File: config.mk
export PLATFORM = sky130hd
export DESIGN_NAME = nsa_ctrl
export DESIGN_NICKNAME = d
export VERILOG_FILES = /design/src/rtl/nsa_pkg.sv /design/src/rtl/nsa_op_if.sv /design/src/rtl/nsa_unlock.sv /design/src/rtl/nsa_seq.sv /design/src/rtl/nsa_ctrl.sv
export SDC_FILE = /design/constraint.sdc
export NUM_CORES = 1
export LEC_CHECK = 0
export ABC_AREA = 0
export BUFFER_PORTS_ARGS = -buffer_cell sky130_fd_sc_hd__buf_2
export CAP_MARGIN = 30
export CORE_AREA = 8 8 229 231
export DETAILED_ROUTE_END_ITERATION = 12
export DIE_AREA = 0 0 237 239
export SYNTH_ARGS = -nofsm -noshare
export SYNTH_HDL_FRONTEND = slang
export SYNTH_SLANG_ARGS = --single-unit
File: constraint.sdc
create_clock -name clk_sys_i -period 4.1 [get_ports clk_sys_i]
set_input_delay 0.205 -clock clk_sys_i [delete_from_list [all_inputs] [get_ports clk_sys_i]]
set_output_delay 0.205 -clock clk_sys_i [all_outputs]
set_load 0.005 [all_outputs]
File: src/rtl/nsa_pkg.sv
package nsa_pkg;
    localparam int unsigned CLK_MHZ     = 20;
    // register byte offsets
    localparam logic [7:0] OFF_ADDR_LO  = 8'h00;
    localparam logic [7:0] OFF_ADDR_HI  = 8'h04;
    localparam logic [7:0] OFF_DATA_LO  = 8'h08;
    localparam logic [7:0] OFF_DATA_HI  = 8'h0C;
    localparam logic [7:0] OFF_CTRL     = 8'h10;
    localparam logic [7:0] OFF_KEY      = 8'h14;
    localparam logic [7:0] OFF_STATUS   = 8'h18;
    // control register fields
    localparam int unsigned BIT_RD      = 0;
    localparam int unsigned BIT_WR      = 1;
    localparam int unsigned BIT_WRITE_ENABLE_BIT    = 2;
    localparam int unsigned BIT_WRITE_ERROR_FLAG   = 3;
    localparam int unsigned BIT_FREE    = 4;
    localparam int unsigned BIT_LWLO    = 5;
    localparam int unsigned BIT_CONFIG_SPACE_SELECT    = 6;
    localparam int unsigned BIT_PGM     = 7;
    // status register fields
    localparam int unsigned BIT_DONE    = 0;
    localparam logic [7:0] KEY_FIRST    = 8'h55;
    localparam logic [7:0] KEY_SECOND   = 8'hAA;
    localparam logic [7:0] REG_RST      = 8'h00;
    localparam logic [13:0] LATCH_RST   = 14'h3FFF;
    localparam logic [14:0] PROT_LIM_LO = 15'h0200;
    localparam logic [14:0] PROT_LIM_HI = 15'h0400;
    // timing
    localparam int unsigned ERASE_US    = 2000;
    localparam int unsigned PROG_US     = 2000;
    localparam int unsigned EE_WR_US    = 4000;
    localparam int unsigned PWRT_MS     = 64;
    localparam int unsigned SETUP_CYC   = 2;
    localparam int unsigned ERASE_CYC   = ERASE_US * CLK_MHZ;
    localparam int unsigned PROG_CYC    = PROG_US * CLK_MHZ;
    localparam int unsigned EE_WR_CYC   = EE_WR_US * CLK_MHZ;
    localparam int unsigned PWRT_CYC    = PWRT_MS * 1000 * CLK_MHZ;

    typedef enum logic [1:0] {OP_READ, OP_EEWR, OP_ERASE, OP_PROG} nsa_op_t;
    typedef enum logic [2:0] {
        US_IDLE  = 3'b001,
        US_KEY1  = 3'b010,
        US_ARMED = 3'b100
    } nsa_ustate_t;
    typedef enum logic [3:0] {
        SQ_IDLE  = 4'b0001,
        SQ_SETUP = 4'b0010,
        SQ_BUSY  = 4'b0100,
        SQ_DONE  = 4'b1000
    } nsa_sstate_t;

    // segment guarded by the self-write protect field
    function automatic logic wr_protected(input logic [14:0] addr, input logic [1:0] fld);
        case (fld)
            2'h3:    wr_protected = 1'b0;
            2'h2:    wr_protected = addr < PROT_LIM_LO;
            2'h1:    wr_protected = addr < PROT_LIM_HI;
            default: wr_protected = 1'b1;
        endcase
    endfunction
endpackage

File: src/rtl/nsa_op_if.sv
`timescale 1ns/100ps
interface nsa_op_if;
    import nsa_pkg::*;
    logic    start;
    nsa_op_t op;
    logic    busy;
    logic    done;
    logic    skip;
    logic    stall;
    logic    rd_stb;
    logic    arr_stb;
    modport ctrl (output start, op, input busy, done, skip, stall, rd_stb, arr_stb);
    modport seq  (input start, op, output busy, done, skip, stall, rd_stb, arr_stb);
endinterface

File: src/rtl/nsa_unlock.sv
`timescale 1ns/100ps
module nsa_unlock (
    input  wire logic       clk_sys_i,
    input  wire logic       rst_i,
    input  wire logic       key_wr_i,
    input  wire logic [7:0] key_i,
    input  wire logic       other_wr_i,
    output logic            armed_o
);
    import nsa_pkg::*;
    nsa_ustate_t st_q;

    always_ff @(posedge clk_sys_i) begin
        if (rst_i) begin
            st_q <= US_IDLE;
        end else if (other_wr_i) begin
            st_q <= US_IDLE;
        end else if (key_wr_i) begin
            case (st_q)
                US_IDLE: st_q  <= (key_i == KEY_FIRST) ? US_KEY1 : US_IDLE;
                US_KEY1: st_q  <= (key_i == KEY_SECOND) ? US_ARMED : US_IDLE;
                default: st_q  <= US_IDLE;
            endcase
        end
    end

    assign armed_o = (st_q == US_ARMED);
endmodule

File: src/rtl/nsa_seq.sv
`timescale 1ns/100ps
module nsa_seq #(
    parameter int unsigned ERASE_N = 40000,
    parameter int unsigned PROG_N  = 40000,
    parameter int unsigned EE_N    = 80000
) (
    input  wire logic clk_sys_i,
    input  wire logic rst_i,
    nsa_op_if.seq     op_if
);
    import nsa_pkg::*;
    nsa_sstate_t st_q;
    logic [31:0] cnt_q;
    logic [31:0] len;
    logic        pf;

    always_comb begin
        case (op_if.op)
            OP_READ:  len = 32'd1;
            OP_EEWR:  len = EE_N;
            OP_ERASE: len = ERASE_N;
            default:  len = PROG_N;
        endcase
    end
    assign pf = (op_if.op == OP_ERASE) || (op_if.op == OP_PROG);

    always_ff @(posedge clk_sys_i) begin
        if (rst_i) begin
            st_q  <= SQ_IDLE;
            cnt_q <= '0;
        end else begin
            case (st_q)
                SQ_IDLE: begin
                    cnt_q <= '0;
                    if (op_if.start) st_q <= SQ_SETUP;
                end
                // two set-up cycles before the halt
                SQ_SETUP: begin
                    cnt_q <= cnt_q + 32'd1;
                    if (op_if.op == OP_READ || cnt_q == 32'(SETUP_CYC - 1)) begin
                        st_q  <= SQ_BUSY;
                        cnt_q <= '0;
                    end
                end
                SQ_BUSY: begin
                    cnt_q <= cnt_q + 32'd1;
                    if (cnt_q == len - 32'd1) st_q <= SQ_DONE;
                end
                default: st_q <= SQ_IDLE;
            endcase
        end
    end

    assign op_if.busy    = (st_q != SQ_IDLE);
    assign op_if.done    = (st_q == SQ_DONE);
    assign op_if.skip    = ((st_q == SQ_SETUP) && pf) || ((st_q == SQ_BUSY) && !pf
                           && op_if.op == OP_READ);
    assign op_if.stall   = (st_q == SQ_BUSY) && pf;
    assign op_if.rd_stb  = (st_q == SQ_BUSY) && (op_if.op == OP_READ);
    assign op_if.arr_stb = (st_q == SQ_BUSY) && (cnt_q == '0) && (op_if.op != OP_READ);
endmodule

File: src/rtl/nsa_ctrl.sv
`timescale 1ns/100ps
// Operation
// - write starts only after 55h, AAh, start
// - start refused without write enable set
// - hardware never clears write enable
// - dropping write enable never aborts write
// - finish clears start, sets done flag
// - power-up clears enable; timer blocks writes
// - protect fuse low locks programmer out
// - no flash write into protected segment
// - erase whole aligned 16-word rows only
// - flash data goes through 14-bit latches
// - second cycle reads array, word follows
// - data registers hold until read or write
// - cpu reads flash regardless of protection
// - two set-up cycles then cpu halt
// - resume at third instruction after start
// - space select clear means data eeprom
// - start bits set-only, cleared by hardware
// - reset during write sets error flag
// - key register reads as zero
module nsa_ctrl #(
    parameter int unsigned ERASE_N = nsa_pkg::ERASE_CYC,
    parameter int unsigned PROG_N  = nsa_pkg::PROG_CYC,
    parameter int unsigned EE_N    = nsa_pkg::EE_WR_CYC,
    parameter int unsigned PWRT_N  = nsa_pkg::PWRT_CYC,
    parameter int unsigned LATCHES = 16
) (
    input  wire logic        clk_sys_i,
    input  wire logic        rst_i,
    input  wire logic        sys_rst_i,
    input  wire logic        hsel_i,
    input  wire logic [31:0] haddr_i,
    input  wire logic [1:0]  htrans_i,
    input  wire logic        hwrite_i,
    input  wire logic [2:0]  hsize_i,
    input  wire logic [31:0] hwdata_i,
    input  wire logic        hready_i,
    output logic             hreadyout_o,
    output logic             hresp_o,
    output logic [31:0]      hrdata_o,
    input  wire logic        data_protect_fuse_i,
    input  wire logic [1:0]  self_write_protect_field_i,
    output logic             prog_ee_allow_o,
    output logic [14:0]      mem_addr_o,
    output logic             mem_space_o,
    output logic             mem_rd_o,
    input  wire logic [13:0] mem_rdata_i,
    output logic [7:0]       mem_wdata_o,
    output logic             mem_ee_wr_o,
    output logic             mem_erase_o,
    output logic             mem_prog_o,
    input  wire logic [3:0]  mem_latch_sel_i,
    output logic [13:0]      mem_latch_o,
    output logic             cpu_stall_o,
    output logic             cpu_skip_o
);
    import nsa_pkg::*;

    if (LATCHES != 16 || ERASE_N < 1 || PROG_N < 1 || EE_N < 1 || PWRT_N < 1) begin : g_chk
        $error("nsa_ctrl: unsupported parameter values");
    end

    nsa_op_if op_if ();

    logic        dp_wr_q;
    logic        dp_rd_q;
    logic [7:0]  dp_addr_q;
    logic [7:0]  addr_lo_q;
    logic [6:0]  addr_hi_q;
    logic [7:0]  data_lo_q;
    logic [5:0]  data_hi_q;
    logic        rd_q;
    logic        wr_q;
    logic        write_enable_bit_q;
    logic        write_error_flag_q;
    logic        free_q;
    logic        lwlo_q;
    logic        config_space_select_q;
    logic        pgm_q;
    logic        done_flag_q;
    logic [31:0] pwrt_cnt_q;
    logic        pwrt_busy;
    logic        armed;
    logic        prot_hit;
    logic        ctrl_wr;
    logic        wr_go;
    logic        rd_go;
    logic        latch_ld;
    logic [14:0] full_addr;
    logic [13:0] latch_q [LATCHES];
    logic [7:0]  ctrl_rd;
    nsa_op_t     op_sel;
    nsa_op_t     op_q;

    function automatic logic wr_to(input logic [7:0] off);
        wr_to = dp_wr_q && (dp_addr_q == off);
    endfunction

    // address phase captured; only whole-word writes reach the registers, reads of any size are answered
    always_ff @(posedge clk_sys_i) begin
        if (rst_i || sys_rst_i) begin
            dp_wr_q   <= 1'b0;
            dp_rd_q   <= 1'b0;
            dp_addr_q <= '0;
        end else if (hready_i) begin
            dp_wr_q   <= hsel_i && htrans_i[1] && hwrite_i && (hsize_i == 3'h2);
            dp_rd_q   <= hsel_i && htrans_i[1] && !hwrite_i;
            dp_addr_q <= haddr_i[7:0];
        end
    end

    assign hreadyout_o = 1'b1;
    assign hresp_o     = 1'b0;

    assign ctrl_rd = {pgm_q, config_space_select_q, lwlo_q, free_q, write_error_flag_q, write_enable_bit_q, wr_q, rd_q};

    always_comb begin
        hrdata_o = '0;
        if (dp_rd_q) begin
            case (dp_addr_q)
                OFF_ADDR_LO: hrdata_o = {24'h0000_00, addr_lo_q};
                OFF_ADDR_HI: hrdata_o = {25'h0, addr_hi_q};
                OFF_DATA_LO: hrdata_o = {24'h0000_00, data_lo_q};
                OFF_DATA_HI: hrdata_o = {26'h0, data_hi_q};
                OFF_CTRL:    hrdata_o = {24'h0000_00, ctrl_rd};
                OFF_STATUS:  hrdata_o = {31'h0, done_flag_q};
                default:     hrdata_o = '0;
            endcase
        end
    end

    nsa_unlock u_unlock (
        .clk_sys_i  (clk_sys_i),
        .rst_i      (rst_i || sys_rst_i),
        .key_wr_i   (wr_to(OFF_KEY)),
        .key_i      (hwdata_i[7:0]),
        .other_wr_i (dp_wr_q && (dp_addr_q != OFF_KEY)),
        .armed_o    (armed)
    );

    nsa_seq #(
        .ERASE_N (ERASE_N),
        .PROG_N  (PROG_N),
        .EE_N    (EE_N)
    ) u_seq (
        .clk_sys_i (clk_sys_i),
        .rst_i     (rst_i || sys_rst_i),
        .op_if     (op_if)
    );

    always_ff @(posedge clk_sys_i) begin
        if (rst_i) begin
            pwrt_cnt_q <= '0;
        end else if (pwrt_busy) begin
            pwrt_cnt_q <= pwrt_cnt_q + 32'd1;
        end
    end
    assign pwrt_busy = (pwrt_cnt_q < 32'(PWRT_N));

    assign full_addr = {addr_hi_q, addr_lo_q};
    assign prot_hit  = wr_protected(full_addr, self_write_protect_field_i);
    assign ctrl_wr   = wr_to(OFF_CTRL);

    // write enable must already be set
    assign wr_go = ctrl_wr && hwdata_i[BIT_WR] && armed && write_enable_bit_q && !pwrt_busy
                   && !op_if.busy && !wr_q && !(pgm_q && prot_hit);
    // latch-load request does not start the array
    assign latch_ld = wr_go && pgm_q && !free_q && lwlo_q;
    assign rd_go    = ctrl_wr && hwdata_i[BIT_RD] && !op_if.busy && !rd_q && !wr_q;

    assign op_if.start = (wr_go && !latch_ld) || rd_go;
    assign op_sel   = rd_go ? OP_READ : !pgm_q ? OP_EEWR : free_q ? OP_ERASE : OP_PROG;
    assign op_if.op = op_if.start ? op_sel : op_q;
    // the run's kind is held: rd_go drops after the start cycle; the mode bits are frozen while it is busy
    always_ff @(posedge clk_sys_i) begin
        if (rst_i || sys_rst_i) begin
            op_q <= OP_READ;
        end else if (op_if.start) begin
            op_q <= op_sel;
        end
    end

    // software-owned address registers
    always_ff @(posedge clk_sys_i) begin
        if (rst_i) begin
            addr_lo_q <= REG_RST;
            addr_hi_q <= '0;
        end else begin
            if (wr_to(OFF_ADDR_LO)) addr_lo_q <= hwdata_i[7:0];
            if (wr_to(OFF_ADDR_HI)) addr_hi_q <= hwdata_i[6:0];
        end
    end

    // space select resets to data eeprom
    always_ff @(posedge clk_sys_i) begin
        if (rst_i || sys_rst_i) begin
            free_q <= 1'b0;
            lwlo_q <= 1'b0;
            config_space_select_q <= 1'b0;
            pgm_q  <= 1'b0;
        end else if (ctrl_wr && !op_if.busy) begin
            free_q <= hwdata_i[BIT_FREE];
            lwlo_q <= hwdata_i[BIT_LWLO];
            config_space_select_q <= hwdata_i[BIT_CONFIG_SPACE_SELECT];
            pgm_q  <= hwdata_i[BIT_PGM];
        end
    end

    // only power-up or software changes it
    // busy write ignores later changes here
    always_ff @(posedge clk_sys_i) begin
        if (rst_i) begin
            write_enable_bit_q <= 1'b0;
        end else if (ctrl_wr) begin
            write_enable_bit_q <= hwdata_i[BIT_WRITE_ENABLE_BIT];
        end
    end

    // set by software, cleared by hardware
    always_ff @(posedge clk_sys_i) begin
        if (rst_i || sys_rst_i) begin
            rd_q <= 1'b0;
            wr_q <= 1'b0;
        end else begin
            if (rd_go) begin
                rd_q <= 1'b1;
            end else if (op_if.done && op_if.op == OP_READ) begin
                rd_q <= 1'b0;
            end
            if (wr_go && !latch_ld) begin
                wr_q <= 1'b1;
            end else if (op_if.done && op_if.op != OP_READ) begin
                wr_q <= 1'b0;
            end
        end
    end

    // warm reset during a write leaves a mark
    always_ff @(posedge clk_sys_i) begin
        if (rst_i) begin
            write_error_flag_q <= 1'b0;
        end else if (sys_rst_i) begin
            write_error_flag_q <= write_error_flag_q || wr_q;
        end else if (ctrl_wr) begin
            write_error_flag_q <= hwdata_i[BIT_WRITE_ERROR_FLAG];
        end
    end

    // done flag set, set wins over clear
    // cleared only by a software write of one
    always_ff @(posedge clk_sys_i) begin
        if (rst_i) begin
            done_flag_q <= 1'b0;
        end else if (op_if.done && op_if.op != OP_READ) begin
            done_flag_q <= 1'b1;
        end else if (wr_to(OFF_STATUS) && hwdata_i[BIT_DONE]) begin
            done_flag_q <= 1'b0;
        end
    end

    // read result held until next read or write
    always_ff @(posedge clk_sys_i) begin
        if (rst_i) begin
            data_lo_q <= REG_RST;
            data_hi_q <= '0;
        end else if (op_if.done && op_if.op == OP_READ) begin
            data_lo_q <= mem_rdata_i[7:0];
            if (pgm_q) data_hi_q <= mem_rdata_i[13:8];
        end else begin
            if (wr_to(OFF_DATA_LO)) data_lo_q <= hwdata_i[7:0];
            if (wr_to(OFF_DATA_HI)) data_hi_q <= hwdata_i[5:0];
        end
    end

    // hidden write latches, reset to LATCH_RST after programming
    for (genvar i = 0; i < LATCHES; i++) begin : g_latch
        always_ff @(posedge clk_sys_i) begin
            if (rst_i || (op_if.done && op_if.op == OP_PROG)) begin
                latch_q[i] <= LATCH_RST;
            end else if ((latch_ld || (op_if.start && op_if.op == OP_PROG))
                         && addr_lo_q[3:0] == 4'(i)) begin
                latch_q[i] <= {data_hi_q, data_lo_q};
            end
        end
    end

    // array port; address frozen at start so software edits cannot disturb it
    always_ff @(posedge clk_sys_i) begin
        if (rst_i) begin
            mem_addr_o  <= '0;
            mem_space_o <= 1'b0;
            mem_wdata_o <= '0;
            mem_latch_o <= LATCH_RST;
        end else begin
            if (op_if.start) begin
                mem_addr_o  <= (op_if.op == OP_ERASE || op_if.op == OP_PROG) ?
                               {full_addr[14:4], 4'h0} : full_addr;
                mem_space_o <= pgm_q;
                mem_wdata_o <= data_lo_q;
            end
            mem_latch_o <= latch_q[mem_latch_sel_i];
        end
    end

    // reads never gated by code protection
    assign mem_rd_o    = op_if.rd_stb;
    assign mem_ee_wr_o = op_if.arr_stb && (op_if.op == OP_EEWR);
    assign mem_erase_o = op_if.arr_stb && (op_if.op == OP_ERASE);
    assign mem_prog_o  = op_if.arr_stb && (op_if.op == OP_PROG);
    assign cpu_stall_o = op_if.stall;
    assign cpu_skip_o  = op_if.skip;

    // programmer port locked when fuse low
    always_ff @(posedge clk_sys_i) begin
        if (rst_i) begin
            prog_ee_allow_o <= 1'b0;
        end else begin
            prog_ee_allow_o <= data_protect_fuse_i;
        end
    end
endmodule

Yosys cells after proc, flatten, opt, wreduce, memory -nomap -nowiden
Memories as Yosys holds them, arrays and structs flattened. A register that Yosys moved wholly into a read port is not among the register bits.
Index checks and enable logic that the tools add are counted.
{"block": "word_totals", "ff_bits": 146, "latch_bits": 0, "mem_bits_rw": 224, "rom_bits": 0, "in_bits": 96, "out_inout_bits": 79, "wordCells": 282, "n_memories": 1}
{"block": "op_classes", "addsub": 3, "multipliers": 0, "div": 0, "order_cmp": 3, "n_eq_ne": 45, "shifts": 0, "mux": 97, "n_bitwise": 16, "reduce_logical": 92}
{"name": "latch_q", "depth": 16, "width": 14, "rd": 1, "rd_clocked_by_memory_dff": 1, "wr": 16, "line": "nsa_ctrl.sv:91", "source": "logic [13:0] latch_q [LATCHES];"}
{"op": "two-way mux 14 bit", "n": 16}
{"op": "case mux 32 bit (3 select lines)", "n": 1}
{"op": "adder 32 x 1 -> 32 bit, second input constant", "n": 2}
{"op": "logical AND 1 bit", "n": 60}
{"op": "two-way mux 1 bit", "n": 59}
{"op": "case mux 8 bit (6 select lines)", "n": 1}
{"op": "== test 4 bit, second input constant", "n": 9}
{"op": "case mux 17 bit (2 select lines)", "n": 1}
{"op": "== test 32 x 1 -> 1 bit, second input constant", "n": 1}
{"op": "== test 32 bit", "n": 1}
{"op": "logical NOT 32 bit", "n": 1}
{"op": "< comparator 32 x 21 -> 1 bit, second input constant", "n": 1}
{"op": "two-way mux 32 bit", "n": 1}
{"op": "== test 8 x 5 -> 1 bit, second input constant", "n": 3}
{"op": "two-way mux 8 bit", "n": 3}
{"op": "== test 4 x 3 -> 1 bit, second input constant", "n": 5}
{"op": "two-way mux 6 bit", "n": 3}
{"op": "subtractor 17 x 1 -> 18 bit, second input constant", "n": 1}
{"op": "== test 8 x 4 -> 1 bit, second input constant", "n": 2}
{"op": "two-way mux 4 bit", "n": 4}
{"op": "bitwise OR 1 bit", "n": 16}
{"op": "< comparator 15 x 10 -> 1 bit, second input constant", "n": 1}
{"op": "< comparator 15 x 11 -> 1 bit, second input constant", "n": 1}
{"op": "nonzero test 2 bit", "n": 7}
{"op": "other kinds (28)", "n": 56}

Logic depth before layout (Yosys ltp)
Gate-level depths: netlist of the first run.
{"block": "logic_depth", "depth_word": 24, "depth_mapped": 11, "depth_no_buf": 8}

Modules after synthesis
From an unflattened synthesis of the first run, not the netlist that was laid out.
{"block": "hier_totals", "hier_cells": 1500, "area_unflattened_um2": 17322.9}
{"mod": "nsa_ctrl", "instances": 1, "cells_each": 1220, "area_each_um2": 15039.4, "seq_area_each_um2": 9148.8}
{"mod": "nsa_seq", "instances": 1, "cells_each": 260, "area_each_um2": 2092.0, "seq_area_each_um2": 720.7}
{"mod": "nsa_unlock", "instances": 1, "cells_each": 20, "area_each_um2": 191.4, "seq_area_each_um2": 60.1}

Least setup slack after synthesis of the first run
No wires, ideal clock.
{"block": "synth_timing", "kind": "flip-flop to flip-flop", "startpoint": "register dp_addr_q[3]", "endpoint": "memory latch_q[0][0], enable pin", "setup_time_ns": 0.404, "arrival_time_ns": 3.191, "required_time_ns": 3.696, "setup_slack_ns": 0.504, "stages_incl_launch_ff": 7, "n_path_buf": 1, "synth_period_minus_slack_ns": 3.596, "path_cell_list": "dfxtp_1 > clkbuf_1 > or4_1 > nor4_4 > nand3b_1 > or4_1 > o21ai_0"}
{"item": "from (decl)", "line": "nsa_ctrl.sv:68", "source": "logic [7:0] dp_addr_q;"}
{"item": "from (signal assigned)", "line": "nsa_ctrl.sv:109", "source": "dp_addr_q <= haddr_i[7:0];"}
{"item": "to (decl)", "line": "nsa_ctrl.sv:91"}

Worst setup path in the final report of the first run
{"block": "layout_timing", "startpoint": "register u_seq.st_q[1]", "endpoint": "register data_lo_q[5]"}
{"block": "layout_via", "elab_chain_len": 15, "word_cells_on_any_way": 21, "classes_between": "eq/ne (2); mux (3); reduce/logical (16)"}
{"item": "from (decl)", "line": "nsa_seq.sv:12", "source": "nsa_sstate_t st_q;"}
{"item": "from (signal assigned)", "line": "nsa_seq.sv:29", "source": "st_q <= SQ_IDLE;"}
{"item": "from (signal assigned)", "line": "nsa_seq.sv:35", "source": "if (op_if.start) st_q <= SQ_SETUP;"}
{"item": "from (signal assigned)", "line": "nsa_seq.sv:41", "source": "st_q <= SQ_BUSY;"}
{"item": "!= test 4 x 1 -> 1 bit", "line": "nsa_seq.sv:54", "source": "assign op_if.busy = (st_q != SQ_IDLE);"}
{"item": "logical NOT 1 bit", "line": "nsa_ctrl.sv:167, nsa_ctrl.sv:170"}
{"item": "logical AND 1 bit (3 in series)", "line": "nsa_ctrl.sv:167", "source": "&& !op_if.busy && !wr_q && !(pgm_q && prot_hit);"}
{"item": "logical AND 1 bit (3 in series)", "line": "nsa_ctrl.sv:169", "source": "assign latch_ld = wr_go && pgm_q && !free_q && lwlo_q;"}
{"item": "logical NOT 1 bit", "line": "nsa_ctrl.sv:172", "source": "assign op_if.start = (wr_go && !latch_ld) || rd_go;"}
{"item": "logical AND 1 bit", "line": "nsa_ctrl.sv:172"}
{"item": "logical OR 1 bit", "line": "nsa_ctrl.sv:172"}
{"item": "two-way mux 2 bit"}
{"item": "logical NOT 2 bit", "line": "nsa_ctrl.sv:267", "source": "end else if (op_if.done && op_if.op == OP_READ) begin"}
{"item": "logical AND 1 bit (*)", "line": "nsa_ctrl.sv:267"}
{"item": "two-way mux 8 bit / nonzero test 2 bit (equally long branches)"}
{"item": "to (signal assigned)", "line": "nsa_ctrl.sv:268", "source": "data_lo_q <= mem_rdata_i[7:0];"}
{"item": "to (signal assigned)", "line": "nsa_ctrl.sv:271", "source": "if (wr_to(OFF_DATA_LO)) data_lo_q <= hwdata_i[7:0];"}
{"item": "to (decl)", "line": "nsa_ctrl.sv:71", "source": "logic [7:0] data_lo_q;"}
Every way passes the cells marked *; elsewhere a longest branch is shown, timed or not.
A chain may end at the register's enable or synchronous reset.

==> flow_metrics.py, run 1 <==
metrics = {
    "run_status": {
        "status": "completed",
    },
    "global_route": {
        "antenna_found_initial": 1,
        "grt_usage_pct": 16.1,
        "grt_max_degree": 81,
        "grt_pass1_vias": 12148,
        "gr-total-overflow": 0,
        "grt_pass1_wl_um": 70900,
    },
    "hold_path": {
        "worstHoldPathCells": 3,
        "hold_path_class": "in -> reg",
    },
    "detailed_routing": {
        "drt_wl_total_um": 46400,
        "post-route-drc-count": 0,
        "routedWlPerCell_um": 20.3,
        "first_pass_iters": 8,
        "drtIter0Drc": 1240,
        "vias_per_cell": 5.27,
        "vias": 12048,
        "drtAntennaViolNets": 0,
    },
    "synth": {
        "yosysUniqueCellTypes": 67,
        "netlist_area_um2": 16900,
        "yosysWarningCount": 0,
        "synth_seq_area_share_pct": 58.6,
        "ys_async_sr_fraction_pct": 0,
        "synth_edf_count": 224,
        "syn_inst": 1504,
        "synthTopCellsByArea": "edfxtp_1, dfxtp_1, mux4_2, nand2_1, nor2_1",
        "synth.avg_cell_area_um2": 11.3,
        "synthFlopType": "edfxtp_1",
        "synthTopCellsByCount": "nand2_1, edfxtp_1, nor2_1",
        "synth_largest_area_cell": "edfxtp_1",
        "synth.ff_latch_count": 384,
        "yosysMostFrequentCell": "nand2_1",
        "yosysTopAreaCellShare_pct": 39.7,
    },
    "job": {
        "cap_violations": 0,
    },
    "floorplanning": {
        "placeableCoreArea_um2": 48500,
        "num_rows": 81,
        "start_util_pct": 34.9,
        "die_w_um": 237,
        "die_y_um": 239,
        "num_io_pins": 175,
        "die-area_um2": 56600,
    },
    "sta": {
        "rsz0062_at_grt": "no",
        "max_freq_ghz": 0.279,
        "post-route-period-util_pct": 87.3,
        "period_needed_ns": 3.58,
        "hold_viol_final": 0,
        "layout_setup_ws_ns": 0.520,
        "maxSlewHeadroom_pct": 29.1,
        "fin_hold_ws_ns": 0.0321,
        "setup-tns-final_ns": 0,
        "drv_slew": 0,
        "setup_viol": 0,
        "skew_ns": 0.0252,
        "worst_slew_pin_slew_ns": 1.06,
    },
    "critical_path": {
        "end_kind": "flip-flop",
        "startpoint_type": "flip-flop",
        "worstPathArrival_ns": 4.04,
        "path_class": "reg -> reg",
        "critPathMaxFanout": 10,
        "reg2regPathDepth": 9,
        "required_ns": 4.56,
    },
    "cts": {
        "clockBufferDepth": 3,
        "cts-root-buf": "clkbuf_16",
        "worstSkewPairLatency_ns": 0.57,
        "htreeDepth": 2,
        "cts_tree": "yes",
        "clk_pin_slew_worst_paths_ns": 0.06,
        "cts.sinks": 384,
        "cts_made_buffers": 42,
    },
    "power": {
        "peakVddDrop_v": 0.000291,
        "clkPwrFrac_pct": 46.5,
        "p_leak_uw": 0.00591,
        "finalPower_uw": 8200,
        "seq_power_share_pct": 49.8,
        "switching_share_pct": 21.3,
        "p_comb_share_pct": 3.7,
        "p_sw_uw": 1750,
        "powerDensity_nw_per_um2": 413,
        "internal_power_uw": 6450,
    },
    "final_layout": {
        "register_area_um2": 9930,
        "antenna_cells": 0,
        "fillers": 4590,
        "syn2layout_area_growth_pct": 17.2,
        "instances_no_fill": 2284,
        "multi_input_area_um2": 6520,
        "nets": 1728,
        "layout-drive-gt1-share_pct": 19.1,
    },
    "placed_design": {
        "routabilityCongestion": 0.882,
        "dp.cells": 2173,
        "hpwl_um": 29700,
        "pre_cts_slack_ns": 0.604,
        "io_buffers": 99,
    },
}
==> layout by cell type (no fill, tap or decap), types with 18 or more instances in the layout <==
cell | Yosys | routed
xor2_1 | 35 | 35
clkbuf_16 | 0 | 42
mux4_2 | 70 | 70
edfxtp_1 | 224 | 224
o21ai_1 | 3 | 18
a21oi_1 | 60 | 60
nor2_1 | 170 | 167
nand3_1 | 47 | 47
conb_1 | 2 | 26
buf_4 | 29 | 37
dlygate4sd3_1 | 0 | 32
nand2_1 | 341 | 341
nand4_1 | 19 | 19
buf_2 | 23 | 97
dfxtp_1 | 160 | 160
==> power groups by stage <==
stage	combinational, uW	clock [uW]	sequential (uW)
floorplan	170	0	4170
global placement	276	0	4160
detailed placement	279	0	4160
CTS	302	3900	4080
global route	324	4060	4080
finish	302	3820	4080
==> logic make-up after synthesis <==
| kind of cell | Yosys count | synth area share, % |
|---|---|---|
| flip-flops | 384 | 58.6 |
| AND/OR/NAND/NOR | 707 | 18.8 |
| AO/OA/AOI/OAI | 150 | 5.93 |
| other | 2 | 0.0444 |
| multiplexers | 83 | 10.1 |
| adder cells (fa/ha/maj) | 4 | 0.296 |
| XOR/XNOR | 50 | 2.59 |
| buffers and inverters | 124 | 3.61 |
==> cell type report <==
type | instances | area share, %
Inverter | 9 | 0.170
Sequential cell | 384 | 50.0
Clock buffer | 55 | 5.91
Tap cell | 622 | 3.92
Multi-Input combinational cell | 1020 | 32.8
Clock inverter | 23 | 1.15
Timing Repair Buffer | 171 | 5.96
==> path summary, 6_finish.rpt <==
path / to / start / slack (ns)
setup reg to reg: data_lo_q[5]$_SDFFE_PP0P_ / u_seq.st_q[1]$_SDFFE_PP0P_ / 0.52
hold reg to reg: mem_addr_o[4]$_SDFFE_PP0N_ / mem_addr_o[4]$_SDFFE_PP0N_ / 0.45
setup / recovery: data_lo_q[5]$_SDFFE_PP0P_ / u_seq.st_q[1]$_SDFFE_PP0P_ / 0.52
hold / removal: dp_rd_q$_SDFFE_PP0P_ / hwrite_i / 0.03
==> state kept, by name (all words and copies together), names as in the netlist, 4 cells and up <==
name and flops:
latch_q 224, pwrt_cnt_q 32, u_seq.cnt_q 32, mem_addr_o 15, mem_latch_o 14, addr_lo_q 8, data_lo_q 8, dp_addr_q 8
mem_wdata_o 8, addr_hi_q 7, data_hi_q 6, u_seq.st_q 4
==> metrics by stage <==
stage / cell area (um2) / util, %
floorplan: 17000 / -
global placement: 18100 / 37.3
detailed placement: 18100 / 37.3
CTS: 19800 / 40.9
global route: 19800 / 40.9
finish: 19800 / 40.9
==> what timing repair did <==
item / CTS / global route
setup buffers: 0 / 0
gates resized for setup: 0 / 0
hold buffers: 32 / 0
endpoints found under the hold margin: 41 / 0
==> critical path, stage by stage, from the launching register on <==
cell,delay (ns)
dfxtp_1,0.35
or4b_1,0.69
nor4_4,0.43
o211ai_4,0.15
o31a_1,0.41
nor2_1,0.21
nand2_1,0.33
nor2_1,0.24
a311oi_1,0.07
dlygate4sd3_1,0.60
==> metal layers <==
layer	GRT usage [%]	wire, um	up-vias
met1	20.7	19000	5887
met4	4.81	1280	2
met5	0	13	-
met3	3.73	3740	96
li1	-	-	5570
met2	27.0	22400	493
Note: power is estimated with default switching activity, not from simulation.
==> run 2: changes to the inputs <==
--- a/config.mk
+++ b/config.mk
@@ -8,9 +8,11 @@
 export ABC_AREA = 0
 export BUFFER_PORTS_ARGS = -buffer_cell sky130_fd_sc_hd__buf_2
 export CAP_MARGIN = 30
-export CORE_AREA = 8 8 229 231
+export CORE_AREA = 8 8 179 181
 export DETAILED_ROUTE_END_ITERATION = 12
-export DIE_AREA = 0 0 237 239
+export DIE_AREA = 0 0 187 189
+export PLACE_DENSITY = 0.79
 export SYNTH_ARGS = -nofsm -noshare
 export SYNTH_HDL_FRONTEND = slang
 export SYNTH_SLANG_ARGS = --single-unit
+export TNS_END_PERCENT = 10
==> flow_metrics.py, run 2 (synthesized netlist as in run 1, its figures left out) <==
metrics = {
    "global_route": {
        "grt_usage_pct": 24.6,
        "grt_max_degree": 66,
        "antenna_found_initial": 1,
        "grt_pass1_vias": 12568,
        "gr-total-overflow": 0,
        "grt_pass1_wl_um": 69100,
    },
    "detailed_routing": {
        "post-route-drc-count": 0,
        "vias": 12246,
        "first_pass_iters": 6,
        "vias_per_cell": 6.02,
        "drtIter0Drc": 1497,
        "drt_wl_total_um": 43600,
        "drtAntennaViolNets": 0,
        "routedWlPerCell_um": 21.4,
    },
    "floorplanning": {
        "num_io_pins": 175,
        "die-area_um2": 35300,
        "die_y_um": 189,
        "start_util_pct": 57.9,
        "num_rows": 63,
        "placeableCoreArea_um2": 29200,
        "die_w_um": 187,
    },
    "job": {
        "cap_violations": 0,
    },
    "final_layout": {
        "antenna_cells": 0,
        "final_common_cell": "nand2_1",
        "top_register": "latch_q",
        "nets": 1714,
        "fillers": 2151,
        "register_area_um2": 9930,
        "syn2layout_area_growth_pct": 13.9,
        "finalCoreUtilization_pct": 66.0,
        "largest_register_ffs": 224,
        "multi_input_area_um2": 6520,
        "largest_registers": "latch_q (224), pwrt_cnt_q (32), u_seq.cnt_q (32)",
        "layout_common_cells": "nand2_1, edfxtp_1, nor2_1",
        "layout-drive-gt1-share_pct": 18.6,
        "instances_no_fill": 2034,
    },
    "sta": {
        "setup_viol": 0,
        "drv_slew": 0,
        "maxSlewHeadroom_pct": 32.2,
        "layout_setup_ws_ns": 0.418,
        "setup-tns-final_ns": 0,
        "skew_ns": 0.0277,
        "post-route-period-util_pct": 89.8,
        "hold_viol_final": 0,
        "rsz0062_at_grt": "no",
        "period_needed_ns": 3.68,
        "worst_slew_pin_slew_ns": 1.01,
        "max_freq_ghz": 0.272,
    },
    "placed_design": {
        "routabilityCongestion": 0.932,
        "io_buffers": 99,
        "hpwl_um": 27400,
        "dp.cells": 1938,
        "pre_cts_slack_ns": 0.225,
    },
    "critical_path": {
        "required_ns": 3.89,
        "critPathMaxFanout": 10,
        "reg2regPathDepth": 8,
        "r2r-start": "u_seq.st_q[1]$_SDFFE_PP0P_",
        "startpoint_type": "flip-flop",
        "r2r_slack_ns": 0.45,
        "end_kind": "output port",
        "crit_path_start": "u_seq.st_q[1]$_SDFFE_PP0P_",
        "endpoint": "mem_erase_o",
        "path_class": "reg -> out",
        "reg2reg_to": "latch_q[9][7]$_SDFFCE_PN1P_",
        "worstPathArrival_ns": 3.48,
    },
    "cts": {
        "clk_pin_slew_worst_paths_ns": 0.07,
        "cts.sinks": 384,
        "clockBufferDepth": 3,
        "cts_tree": "yes",
        "cts_made_buffers": 39,
        "cts_setup_buffers": 0,
        "htreeDepth": 2,
        "worstSkewPairLatency_ns": 0.53,
        "cts-root-buf": "clkbuf_16",
    },
    "hold_path": {
        "hold_path_class": "in -> reg",
    },
    "power": {
        "peakVddDrop_v": 0.000326,
        "p_leak_uw": 0.00578,
        "powerDensity_nw_per_um2": 406,
    },
    "run_status": {
        "status": "completed",
    },
}
==> run 2: cell count changes in the layout (fill, tap and decap cells not counted), sizes merged <==
| cell | delta |
|---|---|
| buf | -4 |
| clkbuf | -10 |
| clkinv | +6 |
| clkinvlp | -1 |
| dlygate4sd3 | -7 |
| inv | -2 |
==> run 2: area by class of cell <==
cell class,instances,share of cell area (%)
Sequential cell,384,51.5
Multi-Input combinational cell,1020,33.8
Timing Repair Buffer,160,5.56
Clock buffer,45,5.20
Tap cell,390,2.53
Clock inverter,26,1.25
Inverter,9,0.175
==> run 2: what timing repair did <==
| action | 4_1_cts | 5_1_grt |
|---|---|---|
| hold endpoints to repair | 24 | 0 |
| setup endpoints to repair | 0 | 27 |
| gates resized for setup | 0 | 1 |
| hold buffers | 25 | 0 |
==> run 2: per-layer routing <==
layer	track usage (%)	share of wire, %	up-vias
met5	0	0.028	-
met4	7.73	3.2	2
met3	4.99	9.4	116
met2	42.2	49	661
met1	31.1	38	5908
li1	-	-	5559
==> run 2: how the worst min path moves through the flow <==
stage | from | to | slack, ns | depth (start not counted)
floorplan | sys_rst_i | u_unlock.st_q[0]$_SDFFE_PP1P_ | 0.32 | 2
global placement | data_protect_fuse_i | prog_ee_allow_o$_SDFF_PP0_ | 0.41 | 2
detailed placement | data_protect_fuse_i | prog_ee_allow_o$_SDFF_PP0_ | 0.42 | 2
CTS | hwdata_i[6] | addr_lo_q[6]$_SDFFE_PP0P_ | 0.004 | 3
global route | hwdata_i[6] | addr_lo_q[6]$_SDFFE_PP0P_ | 0.01 | 3
finish | hwdata_i[6] | addr_lo_q[6]$_SDFFE_PP0P_ | 0.02 | 3
==> run 2: critical path: stages, from the launching register on <==
cell,delay [ns]
dfxtp_1,0.36
or4b_1,0.70
nor4_4,0.57
o211a_1,0.28
nand3_1,0.10
a22o_1,0.42
nor3_1,0.35
buf_2,0.19
==> run 2: metrics by stage <==
stage	power, uW	hold slack [ns]	area [um2]
floorplan	4340	0.319	17000
global placement	4420	0.412	17800
detailed placement	4430	0.421	17800
CTS	7870	0.00421	19300
global route	8040	0.0111	19300
finish	7830	0.0205	19300
==> run 2: power by group <==
group	leakage [uW]	total, uW	switching, uW	internal, uW
combinational	0.00233	286	190	96.5
sequential	0.00283	4080	7.00	4070
clock	0.000612	3470	1450	2010
total	0.00578	7830	1650	6180
